## src/design/mbsam_pkg.sv

```systemverilog
// shared constants and types for the modbus slave address mapper
package mbsam_pkg;
	// clock and timing
	localparam int CLK_HZ = 50_000_000;
	localparam int INACT_TIME_MS = 1000;
	localparam int INACT_CYCLES = INACT_TIME_MS * (CLK_HZ / 1000);
	localparam int SCAN_MAX_WORDS = 32;
	// function codes
	localparam logic [7:0] FC_RD_COILS = 8'h01;
	localparam logic [7:0] FC_RD_DISC = 8'h02;
	localparam logic [7:0] FC_RD_HOLD = 8'h03;
	localparam logic [7:0] FC_RD_INREG = 8'h04;
	localparam logic [7:0] FC_WR_COIL = 8'h05;
	localparam logic [7:0] FC_WR_REG = 8'h06;
	localparam logic [7:0] FC_WR_COILS = 8'h0f;
	localparam logic [7:0] FC_WR_REGS = 8'h10;
	// exception codes
	localparam logic [15:0] EXC_ILL_FUNC = 16'h0001;
	localparam logic [15:0] EXC_ILL_ADDR = 16'h0002;
	localparam logic [15:0] EXC_ILL_VALUE = 16'h0003;
	// quantity limits per request
	localparam logic [15:0] QTY_RD_BITS = 16'h07d0;
	localparam logic [15:0] QTY_RD_WORDS = 16'h007d;
	localparam logic [15:0] QTY_WR_BITS = 16'h07b0;
	localparam logic [15:0] QTY_WR_WORDS = 16'h007b;
	localparam logic [15:0] COIL_ON = 16'hff00;
	localparam logic [15:0] COIL_OFF = 16'h0000;
	// window bases (modbus offsets) and sizes
	localparam logic [16:0] BASE_0 = 17'h00000;
	localparam logic [16:0] BASE_512 = 17'h00200;
	localparam logic [16:0] BASE_3000 = 17'h00bb8;
	localparam logic [16:0] BASE_4000 = 17'h00fa0;
	localparam logic [16:0] BASE_5000 = 17'h01388;
	localparam logic [16:0] BASE_6000 = 17'h01770;
	localparam logic [16:0] BASE_9000 = 17'h02328;
	localparam logic [16:0] BASE_10000 = 17'h02710;
	localparam logic [16:0] SZ_2048 = 17'h00800;
	localparam logic [16:0] SZ_64 = 17'h00040;
	localparam logic [16:0] SZ_13 = 17'h0000d;
	localparam logic [16:0] SZ_KEY = 17'h00000;
	localparam logic [16:0] SZ_512 = 17'h00200;
	localparam logic [16:0] SZ_32 = 17'h00020;
	localparam logic [16:0] SZ_200 = 17'h000c8;
	localparam logic [16:0] SZ_2488 = 17'h009b8;
	localparam logic [16:0] SZ_4096 = 17'h01000;

	typedef enum logic [3:0] {
		SP_NONE, SP_DISC_IN, SP_GLOBAL_INPUT_BITS, SP_SYS_BITS, SP_KEY_BITS,
		SP_OUT_BITS, SP_INT_BITS, SP_TEMP_BITS, SP_GLOBAL_OUTPUT_BITS,
		SP_ANALOG_INPUT_WORDS, SP_GLOBAL_ANALOG_INPUT_WORDS, SP_SYSTEM_WORDS,
		SP_ANALOG_OUTPUT_WORDS, SP_GEN_WORDS, SP_GLOBAL_ANALOG_OUTPUT_WORDS
	} mbsam_space_type;

	typedef enum logic [1:0] {RK_DATA, RK_DONE, RK_EXC} mbsam_rkind_type;

	typedef struct packed {
		logic tcp;
		logic [7:0] unit;
		logic [7:0] func;
		logic [15:0] start;
		logic [15:0] count;
		logic [15:0] value;
	} mbsam_req_type;

	typedef struct packed {
		mbsam_space_type space;
		logic [12:0] index;
	} mbsam_loc_type;

	typedef struct packed {
		logic en;
		logic we;
		mbsam_space_type space;
		logic [12:0] index;
		logic [15:0] wdata;
	} mbsam_mem_type;

	typedef struct packed {
		logic tcp;
		logic ascii;
		mbsam_rkind_type kind;
		logic [7:0] func;
		logic [15:0] data;
	} mbsam_rsp_type;
endpackage

```

## src/design/mbsam_mapper.sv

```systemverilog
// modbus request interpreter mapping offsets onto internal data spaces
`timescale 1ns/1ps
`default_nettype none
module mbsam_mapper
	import mbsam_pkg::*;
#(
	parameter int INACT_LIMIT = INACT_CYCLES
) (
	// clock and reset
	input wire logic i_clk_sys,
	input wire logic i_srst,
	// configuration
	input wire logic [7:0] i_own_addr,
	input wire logic i_ascii_mode,
	input wire logic i_tcp_server_en,
	input wire logic i_repeat_en,
	// request in, decoded pdu
	input wire logic i_req_valid,
	output logic o_req_ready,
	input wire mbsam_req_type i_req,
	// multi-write data, one element per beat
	input wire logic i_wr_valid,
	output logic o_wr_ready,
	input wire logic [15:0] i_wr_data,
	// internal space access, read data valid in the same cycle as en
	output mbsam_mem_type o_mem,
	input wire logic [15:0] i_mem_rdata,
	// response stream
	output logic o_rsp_valid,
	input wire logic i_rsp_ready,
	output mbsam_rsp_type o_rsp,
	// status
	output logic o_port_active,
	output logic o_link_idle,
	output logic o_exc_call,
	output logic o_fwd,
	// client scan-list check
	input wire logic [7:0] i_scan_count,
	output logic o_scan_ok
);
	typedef enum logic [2:0] {S_IDLE, S_CHECK, S_OP, S_RDATA, S_RSP, S_END} mbsam_state_type;

	mbsam_state_type state_q;
	mbsam_req_type req_q;
	mbsam_rsp_type rsp_q;
	mbsam_mem_type mem_q;
	logic rsp_valid_q, exc_call_q, fwd_q;
	logic [15:0] cnt_q;
	logic [12:0] idx_q;
	logic [31:0] inact_q;

	// true when off lies in [base, base+size)
	function automatic logic in_win(input logic [16:0] off, input logic [16:0] base,
		input logic [16:0] size);
		in_win = (off >= base) && (off < base + size);
	endfunction

	// offset to space and index, same map for either link
	function automatic mbsam_loc_type map_off(input logic [7:0] fc, input logic [16:0] off);
		mbsam_loc_type l;
		l = '{SP_NONE, 13'h0000};
		if (fc == FC_RD_DISC) begin
			if (in_win(off, BASE_0, SZ_2048)) l = '{SP_DISC_IN, off[12:0]};
			else if (in_win(off, BASE_3000, SZ_64)) l = '{SP_GLOBAL_INPUT_BITS, 13'(off - BASE_3000)};
			else if (in_win(off, BASE_4000, SZ_13)) l = '{SP_SYS_BITS, 13'(off - BASE_4000)};
			else if (in_win(off, BASE_5000, SZ_KEY)) l = '{SP_KEY_BITS, 13'(off - BASE_5000)};
		end else if (fc == FC_RD_COILS || fc == FC_WR_COIL || fc == FC_WR_COILS) begin
			if (in_win(off, BASE_0, SZ_2048)) l = '{SP_OUT_BITS, off[12:0]};
			else if (in_win(off, BASE_3000, SZ_2048)) l = '{SP_INT_BITS, 13'(off - BASE_3000)};
			else if (in_win(off, BASE_6000, SZ_2048)) l = '{SP_TEMP_BITS, 13'(off - BASE_6000)};
			else if (in_win(off, BASE_9000, SZ_64)) l = '{SP_GLOBAL_OUTPUT_BITS, 13'(off - BASE_9000)};
		end else if (fc == FC_RD_INREG) begin
			if (in_win(off, BASE_0, SZ_512)) l = '{SP_ANALOG_INPUT_WORDS, off[12:0]};
			else if (in_win(off, BASE_3000, SZ_32))
				l = '{SP_GLOBAL_ANALOG_INPUT_WORDS, 13'(off - BASE_3000)};
			else if (in_win(off, BASE_4000, SZ_200)) l = '{SP_SYSTEM_WORDS, 13'(off - BASE_4000)};
		end else if (fc == FC_RD_HOLD || fc == FC_WR_REG || fc == FC_WR_REGS) begin
			if (in_win(off, BASE_0, SZ_512)) l = '{SP_ANALOG_OUTPUT_WORDS, off[12:0]};
			else if (in_win(off, BASE_512, SZ_2488)) l = '{SP_GEN_WORDS, 13'(off - BASE_512)};
			else if (in_win(off, BASE_3000, SZ_2048)) l = '{SP_GEN_WORDS, 13'(off - BASE_3000)};
			else if (in_win(off, BASE_6000, SZ_32))
				l = '{SP_GLOBAL_ANALOG_OUTPUT_WORDS, 13'(off - BASE_6000)};
			else if (in_win(off, BASE_10000, SZ_4096)) l = '{SP_GEN_WORDS, 13'(off - BASE_10000)};
		end
		map_off = l;
	endfunction

	// request classification
	wire logic fc_single = (req_q.func == FC_WR_COIL) || (req_q.func == FC_WR_REG);
	wire logic fc_multi = (req_q.func == FC_WR_COILS) || (req_q.func == FC_WR_REGS);
	wire logic fc_write = fc_single || fc_multi;
	wire logic fc_bits = (req_q.func == FC_RD_COILS) || (req_q.func == FC_RD_DISC)
		|| (req_q.func == FC_WR_COIL) || (req_q.func == FC_WR_COILS);
	wire logic fc_ok = fc_write || (req_q.func == FC_RD_COILS) || (req_q.func == FC_RD_DISC)
		|| (req_q.func == FC_RD_HOLD) || (req_q.func == FC_RD_INREG);
	wire logic [15:0] eff_count = fc_single ? 16'h0001 : req_q.count;
	wire logic [15:0] qty_max = (req_q.func == FC_WR_COILS) ? QTY_WR_BITS :
		(req_q.func == FC_WR_REGS) ? QTY_WR_WORDS : fc_bits ? QTY_RD_BITS : QTY_RD_WORDS;
	wire logic qty_ok = (eff_count != 16'h0000) && (eff_count <= qty_max)
		&& (req_q.func != FC_WR_COIL || req_q.value == COIL_ON || req_q.value == COIL_OFF);
	wire logic [16:0] last_off = {1'b0, req_q.start} + {1'b0, eff_count} - 17'h00001;
	wire mbsam_loc_type loc_first = map_off(req_q.func, {1'b0, req_q.start});
	wire mbsam_loc_type loc_last = map_off(req_q.func, last_off);
	// range must stay in one window: same space and contiguous index
	wire logic range_ok = (loc_first.space != SP_NONE) && (loc_first.space == loc_last.space)
		&& ({4'h0, loc_last.index - loc_first.index} == 17'(eff_count - 16'h0001));
	wire logic [15:0] exc_code = !fc_ok ? EXC_ILL_FUNC : !qty_ok ? EXC_ILL_VALUE :
		!range_ok ? EXC_ILL_ADDR : 16'h0000;

	// only own address on serial, server enable on tcp
	wire logic req_take = i_req_valid && (state_q == S_IDLE);
	wire logic req_mine = i_req.tcp ? i_tcp_server_en : (i_req.unit == i_own_addr);
	wire logic cnt_last = (cnt_q + 16'h0001) == eff_count;
	wire logic wr_beat = (state_q == S_OP) && (!fc_multi || i_wr_valid);
	wire logic [15:0] wr_value = fc_single ? req_q.value : i_wr_data;
	wire logic [15:0] wr_elem = fc_bits ? {15'h0000, fc_single ? (wr_value == COIL_ON) :
		wr_value[0]} : wr_value;

	// handshake and status outputs
	assign o_req_ready = (state_q == S_IDLE);
	assign o_wr_ready = (state_q == S_OP) && fc_multi;
	assign o_mem = mem_q;
	assign o_rsp = rsp_q;
	assign o_rsp_valid = rsp_valid_q;
	assign o_port_active = (state_q != S_IDLE);
	assign o_link_idle = (inact_q >= 32'(INACT_LIMIT));
	assign o_exc_call = exc_call_q;
	assign o_fwd = fwd_q;
	// client path is independent of the server fsm, so both run at once
	assign o_scan_ok = (i_scan_count != 8'h00) && ({24'h0, i_scan_count} <= SCAN_MAX_WORDS);

	// main sequencer
	always_ff @(posedge i_clk_sys) begin
		exc_call_q <= 1'b0;
		fwd_q <= 1'b0;
		mem_q.en <= 1'b0;
		if (i_srst) begin
			state_q <= S_IDLE;
			req_q <= '0;
			rsp_q <= '0;
			rsp_valid_q <= 1'b0;
			mem_q <= '0;
			cnt_q <= 16'h0000;
			idx_q <= 13'h0000;
		end else begin
			case (state_q)
				S_IDLE: begin
					if (req_take && req_mine) begin
						req_q <= i_req;
						state_q <= S_CHECK;
					end else if (req_take && !i_req.tcp && i_repeat_en) begin
						fwd_q <= 1'b1;
					end
				end
				S_CHECK: begin
					cnt_q <= 16'h0000;
					idx_q <= loc_first.index;
					rsp_q <= '{req_q.tcp, i_ascii_mode, RK_EXC, req_q.func, exc_code};
					if (exc_code != 16'h0000) begin
						rsp_valid_q <= 1'b1;
						exc_call_q <= 1'b1;
						state_q <= S_END;
					end else begin
						state_q <= S_OP;
					end
				end
				S_OP: begin
					if (wr_beat) begin
						mem_q <= '{1'b1, fc_write, loc_first.space, idx_q, wr_elem};
						if (!fc_write) begin
							state_q <= S_RDATA;
						end else begin
							cnt_q <= cnt_q + 16'h0001;
							idx_q <= idx_q + 13'h0001;
							if (cnt_last) begin
								// done only once the last write is issued
								rsp_q.kind <= RK_DONE;
								rsp_q.data <= eff_count;
								rsp_valid_q <= 1'b1;
								state_q <= S_END;
							end
						end
					end
				end
				S_RDATA: begin
					rsp_q.kind <= RK_DATA;
					rsp_q.data <= i_mem_rdata;
					rsp_valid_q <= 1'b1;
					state_q <= S_RSP;
				end
				S_RSP: begin
					if (i_rsp_ready) begin
						cnt_q <= cnt_q + 16'h0001;
						idx_q <= idx_q + 13'h0001;
						if (cnt_last) begin
							rsp_q.kind <= RK_DONE;
							rsp_q.data <= eff_count;
							state_q <= S_END;
						end else begin
							rsp_valid_q <= 1'b0;
							state_q <= S_OP;
						end
					end
				end
				S_END: begin
					if (i_rsp_ready) begin
						rsp_valid_q <= 1'b0;
						state_q <= S_IDLE;
					end
				end
				default: state_q <= S_IDLE;
			endcase
		end
	end

	// inactivity timer, restarted by each serial request for this unit
	always_ff @(posedge i_clk_sys) begin
		if (i_srst) begin
			inact_q <= 32'h00000000;
		end else if (req_take && req_mine && !i_req.tcp) begin
			inact_q <= 32'h00000000;
		end else if (!o_link_idle) begin
			inact_q <= inact_q + 32'h00000001;
		end
	end

	// checks
	a_bad_func_exc: assert property (@(posedge i_clk_sys) disable iff (i_srst)
		(state_q == S_CHECK && !fc_ok) |=> (rsp_valid_q && rsp_q.kind == RK_EXC
		&& rsp_q.data == EXC_ILL_FUNC)) else $error("bad function not refused");
	a_bad_range_exc: assert property (@(posedge i_clk_sys) disable iff (i_srst)
		(state_q == S_CHECK && fc_ok && qty_ok && !range_ok) |=> (rsp_q.kind == RK_EXC
		&& rsp_q.data == EXC_ILL_ADDR && o_exc_call)) else $error("bad range not refused");
	a_foreign_silent: assert property (@(posedge i_clk_sys) disable iff (i_srst)
		(req_take && !req_mine) |=> (state_q == S_IDLE && !rsp_valid_q))
		else $error("answered a foreign request");
	a_done_after_ops: assert property (@(posedge i_clk_sys) disable iff (i_srst)
		(rsp_valid_q && rsp_q.kind == RK_DONE) |-> (cnt_q == eff_count))
		else $error("done before all accesses");
	a_read_latency: assert property (@(posedge i_clk_sys) disable iff (i_srst)
		(o_mem.en && !o_mem.we) |=> (rsp_valid_q && rsp_q.kind == RK_DATA
		&& rsp_q.data == $past(i_mem_rdata))) else $error("read data not returned");
	a_coil_value: assert property (@(posedge i_clk_sys) disable iff (i_srst)
		(o_mem.en && req_q.func == FC_WR_COIL) |-> (o_mem.we
		&& o_mem.wdata == {15'h0000, req_q.value == COIL_ON})) else $error("coil value wrong");
	a_gen_index: assert property (@(posedge i_clk_sys) disable iff (i_srst)
		(o_mem.en && o_mem.space == SP_GEN_WORDS) |-> (o_mem.index < 13'h1000))
		else $error("general word index out of range");
	a_repeat_fwd: assert property (@(posedge i_clk_sys) disable iff (i_srst)
		o_fwd |-> ($past(i_repeat_en) && $past(state_q) == S_IDLE)) else $error("stray forward");
	a_scan_limit: assert property (@(posedge i_clk_sys) disable iff (i_srst)
		o_scan_ok |-> (i_scan_count <= 8'h20)) else $error("scan above limit");
	a_tcp_gate: assert property (@(posedge i_clk_sys) disable iff (i_srst)
		(req_take && i_req.tcp && i_tcp_server_en) |=> (state_q == S_CHECK))
		else $error("tcp request not served");
endmodule // mbsam_mapper
`default_nettype wire

```

## config.mk

```make
export PLATFORM = sky130hd
export DESIGN_NAME = mbsam_mapper
export DESIGN_NICKNAME = d
export VERILOG_FILES = /design/src/design/mbsam_pkg.sv /design/src/design/mbsam_mapper.sv
export SDC_FILE = /design/constraint.sdc
export NUM_CORES = 1
export LEC_CHECK = 0
export BUFFER_PORTS_ARGS = -buffer_cell sky130_fd_sc_hd__buf_2
export CELL_PAD_IN_SITES_DETAIL_PLACEMENT = 0
export CELL_PAD_IN_SITES_GLOBAL_PLACEMENT = 1
export CORE_UTILIZATION = 44
export CTS_CLUSTER_SIZE = 20
export DETAILED_ROUTE_END_ITERATION = 10
export PLACE_DENSITY_LB_ADDON = 0.1
export SETUP_SLACK_MARGIN = 0.05
export SLEW_MARGIN = 30
export SYNTH_ARGS = -nofsm -noshare
export SYNTH_HDL_FRONTEND = slang
export SYNTH_SLANG_ARGS = --single-unit
```

## constraint.sdc

```tcl
create_clock -name i_clk_sys -period 12.3 [get_ports i_clk_sys]
set_clock_uncertainty 0.15 [all_clocks]
set_input_delay 1.23 -clock i_clk_sys [delete_from_list [all_inputs] [get_ports i_clk_sys]]
set_output_delay 1.23 -clock i_clk_sys [all_outputs]
set_load 0.02 [all_outputs]
```

==> flow_summary.ini <==
[outcome]
status = finished, final reports clean

[final_layout]
syn_to_final_growth_pct = 12.6
drive_above_1_share_pct = 13.2
fin_nets = 2699
instances_no_fill = 3005

[logic_synthesis]
synth_top_cells_by_area = dfxtp_1 22%, nand2_1 7.5%, a21oi_1 7.5%, ha_1 6.7%, nor2_1 5.5%
ys_seq_elements = 187
synth_top_area_share_pct = 22.5
syn_area_um2 = 16700
yosys_warnings = 0
avgSynthCellArea_um2 = 6.99
syn-num-nets = 2594
syn_inst = 2382
synth.yosys.seq_area_share_pct = 22.5
synth_commonest_cells = 331 x nand2_1, 248 x a21oi_1, 245 x nor2_1, 187 x dfxtp_1, 143 x clkbuf_1
synth-edff-count = 0
ys_async_sr_fraction_pct = 0
synthFlopType = dfxtp_1
ys_types = 104
synth_top_cell_by_area = dfxtp_1
yosysMostFrequentCell = nand2_1

[timing]
final-setup-viol-count = 0
whs_ns = 0.304
setup-tns-final_ns = 0
hold_viol = 0
finalCritPeriodShare_pct = 84.8
worst_pin_slew_ns = 0.960
relSlewSlack_pct = 35.9
rsz0062_at_grt = false
max_freq_mhz = 95.8
layout_min_cycle_time_ns = 10.43
report.final.slew_viol_count = 0

[job]
maxCapViolCount = 0

[clocking]
cts_hold_buf = 0
clock_latency_ns = 0.45
root_buffer = clkbuf_16
clkTransAtPathRegs_ns = 0.07
postCtsSetupRepairBufs = 0
cts_sinks = 187
clk_path_buf_depth = 2
cts_tree = built
cts.htree.levels = 4
cts_buffers = 17
ctsResizeCount = 0

[place]
portBuffers = 191
dp_hpwl_um = 52700
dp_cells = 2971
place_congestion = 1.01

[pwr]
peakVddDrop_uv = 103
power_leakage_nw = 7.36
power-per-cell-area_nw_per_um2 = 176
sequentialPowerShare_pct = 21.8
power_frac_comb_pct = 61.5
netSwitchingPower_mw = 1.72
clkPwrFrac_pct = 16.7
switching_share_pct = 51.8
p_int_mw = 1.59

[floorplan]
die_h_um = 197
start_util_pct = 45.1
rows = 70
die_width_um = 197
die-area_um2 = 38600
core-area_um2 = 37000
io_pins = 192

[drt]
ant_nets = 0
drt_iter0_markers = 2231
via_per_inst = 6.39
wl_per_cell_um = 23.2
finalWirelength_um = 69700
vias = 19200
drt_first_pass_iters = 6
drc = 0

[global_route]
grt_pass1_vias = 17700
grt_max_degree = 96
overflow = 0
antenna_found_initial = 2
grt_use_total_pct = 35.4
grt_pass1_wl_um = 105000

[worst_setup_path]
cpPeakStageDelay_ns = 0.66
endpoint_kind = register
crit_top_cell = ha_1
critPathSlowestCell = or3_2
worstSetupPathType = register to register
worstPathArrival_ns = 10.61
crit_fanout = 17
crit_required_ns = 12.48
setup.worst_path.start_class = register

[worst_hold_path]
min_path_type = register to register
[layout make-up]
class	instances	area (um^2)
Fill cell	3766	18200
Multi-Input combinational cell	1942	12000
Sequential cell	187	3740
Timing Repair Buffer	245	1400
Tap cell	504	631
Clock buffer	19	443
Inverter	94	353
Clock inverter	13	145
Antenna cell	1	2.50
[registers in the layout, summed over array words and instances (netlist names)]
| signal | flops |
|---|---|
| o_fwd | 1 |
| state_q | 3 |
| inact_q | 32 |
| o_rsp | 28 |
| o_exc_call | 1 |
| req_q | 57 |
| o_rsp_valid | 1 |
| idx_q | 13 |
| o_mem | 35 |
| cnt_q | 16 |
[stage by stage]
stage | area, um^2 | util, % | total power [mW] | worst slack [ns]
6_report | 18800 | 50.8 | 3.31 | 1.87
5_1_grt | 18800 | 50.7 | 3.50 | 1.08
4_1_cts | 18700 | 50.7 | 3.26 | 2.11
3_5_place_dp | 18100 | 49.1 | 2.70 | 2.18
3_3_place_gp | 18100 | 48.9 | 2.72 | 2.30
2_1_floorplan | 16700 | - | 2.05 | 2.72
[routing by layer]
| metal | up-vias | part of all wire, % | wire length, um | GRT usage [%] |
|---|---|---|---|---|
| met5 | - | 0.016 | 11 | 0 |
| met4 | 2 | 4.1 | 2890 | 15.9 |
| met3 | 178 | 9.1 | 6350 | 6.13 |
| met2 | 1024 | 44 | 30900 | 55.0 |
| met1 | 9135 | 42 | 29600 | 47.9 |
| li1 | 8871 | - | - | - |
[worst max-delay path, delay by kind of cell (launching register included)]
family                     cells  cell delay (ns)
DFF                            1             0.50
AOI/OAI and AO/OA             17             4.71
adders and majority gates      5             1.58
xor gates and xnor gates       1             0.09
and+or+nand+nor               10             3.14
buffers and inverters          2             0.12
[power by group through the flow]
stage / Sequential [mW] / Clock [mW] / Combinational, mW
2_1_floorplan: 0.740 / 0 / 1.31
3_3_place_gp: 0.730 / 0 / 1.99
3_5_place_dp: 0.732 / 0 / 1.96
4_1_cts: 0.718 / 0.564 / 1.98
5_1_grt: 0.727 / 0.592 / 2.18
6_report: 0.721 / 0.553 / 2.04
[layout by cell type (no fill, tap or decap), types with 15 or more instances in the layout]
cell,n
a21oi_1,245
a22oi_1,35
mux2i_1,28
and2_1,19
dfxtp_1,187
a21o_1,18
nor4_1,22
buf_2,190
inv_1,89
a211oi_1,41
or3_1,23
o21ai_0,140
and3_1,40
nand3_1,60
o221ai_1,20
buf_4,51
a31oi_1,22
nor3_1,79
nor2_1,245
nand2b_1,15
nand2_1,330
o22ai_1,22
xnor2_1,87
clkbuf_16,17
ha_1,89
nand4_1,34
o21a_1,17
xor2_1,32
o211ai_1,19
[cell families after synthesis]
group	synth area share (%)
adders and majority gates	6.93
buffers and inverters	5.79
muxes	1.95
and+or+nand+nor	27.2
AOI/OAI and AO/OA	28.8
DFF	22.5
xor gates and xnor gates	6.81
[path summary, 6_finish.rpt]
check / from / endpoint / slack (ns) / depth (start not counted)
max: req_q[50]$_SDFFE_PP0P_ / o_rsp_valid$_SDFFE_PP0P_ / 1.87 / 35
min: o_mem[28]$_SDFFE_PP0P_ / o_mem[28]$_SDFFE_PP0P_ / 0.30 / 2
max reg2reg: req_q[50]$_SDFFE_PP0P_ / o_rsp_valid$_SDFFE_PP0P_ / 1.87 / 35
min reg2reg: o_mem[28]$_SDFFE_PP0P_ / o_mem[28]$_SDFFE_PP0P_ / 0.30 / 2
Note: power is estimated with default switching activity, not from simulation.
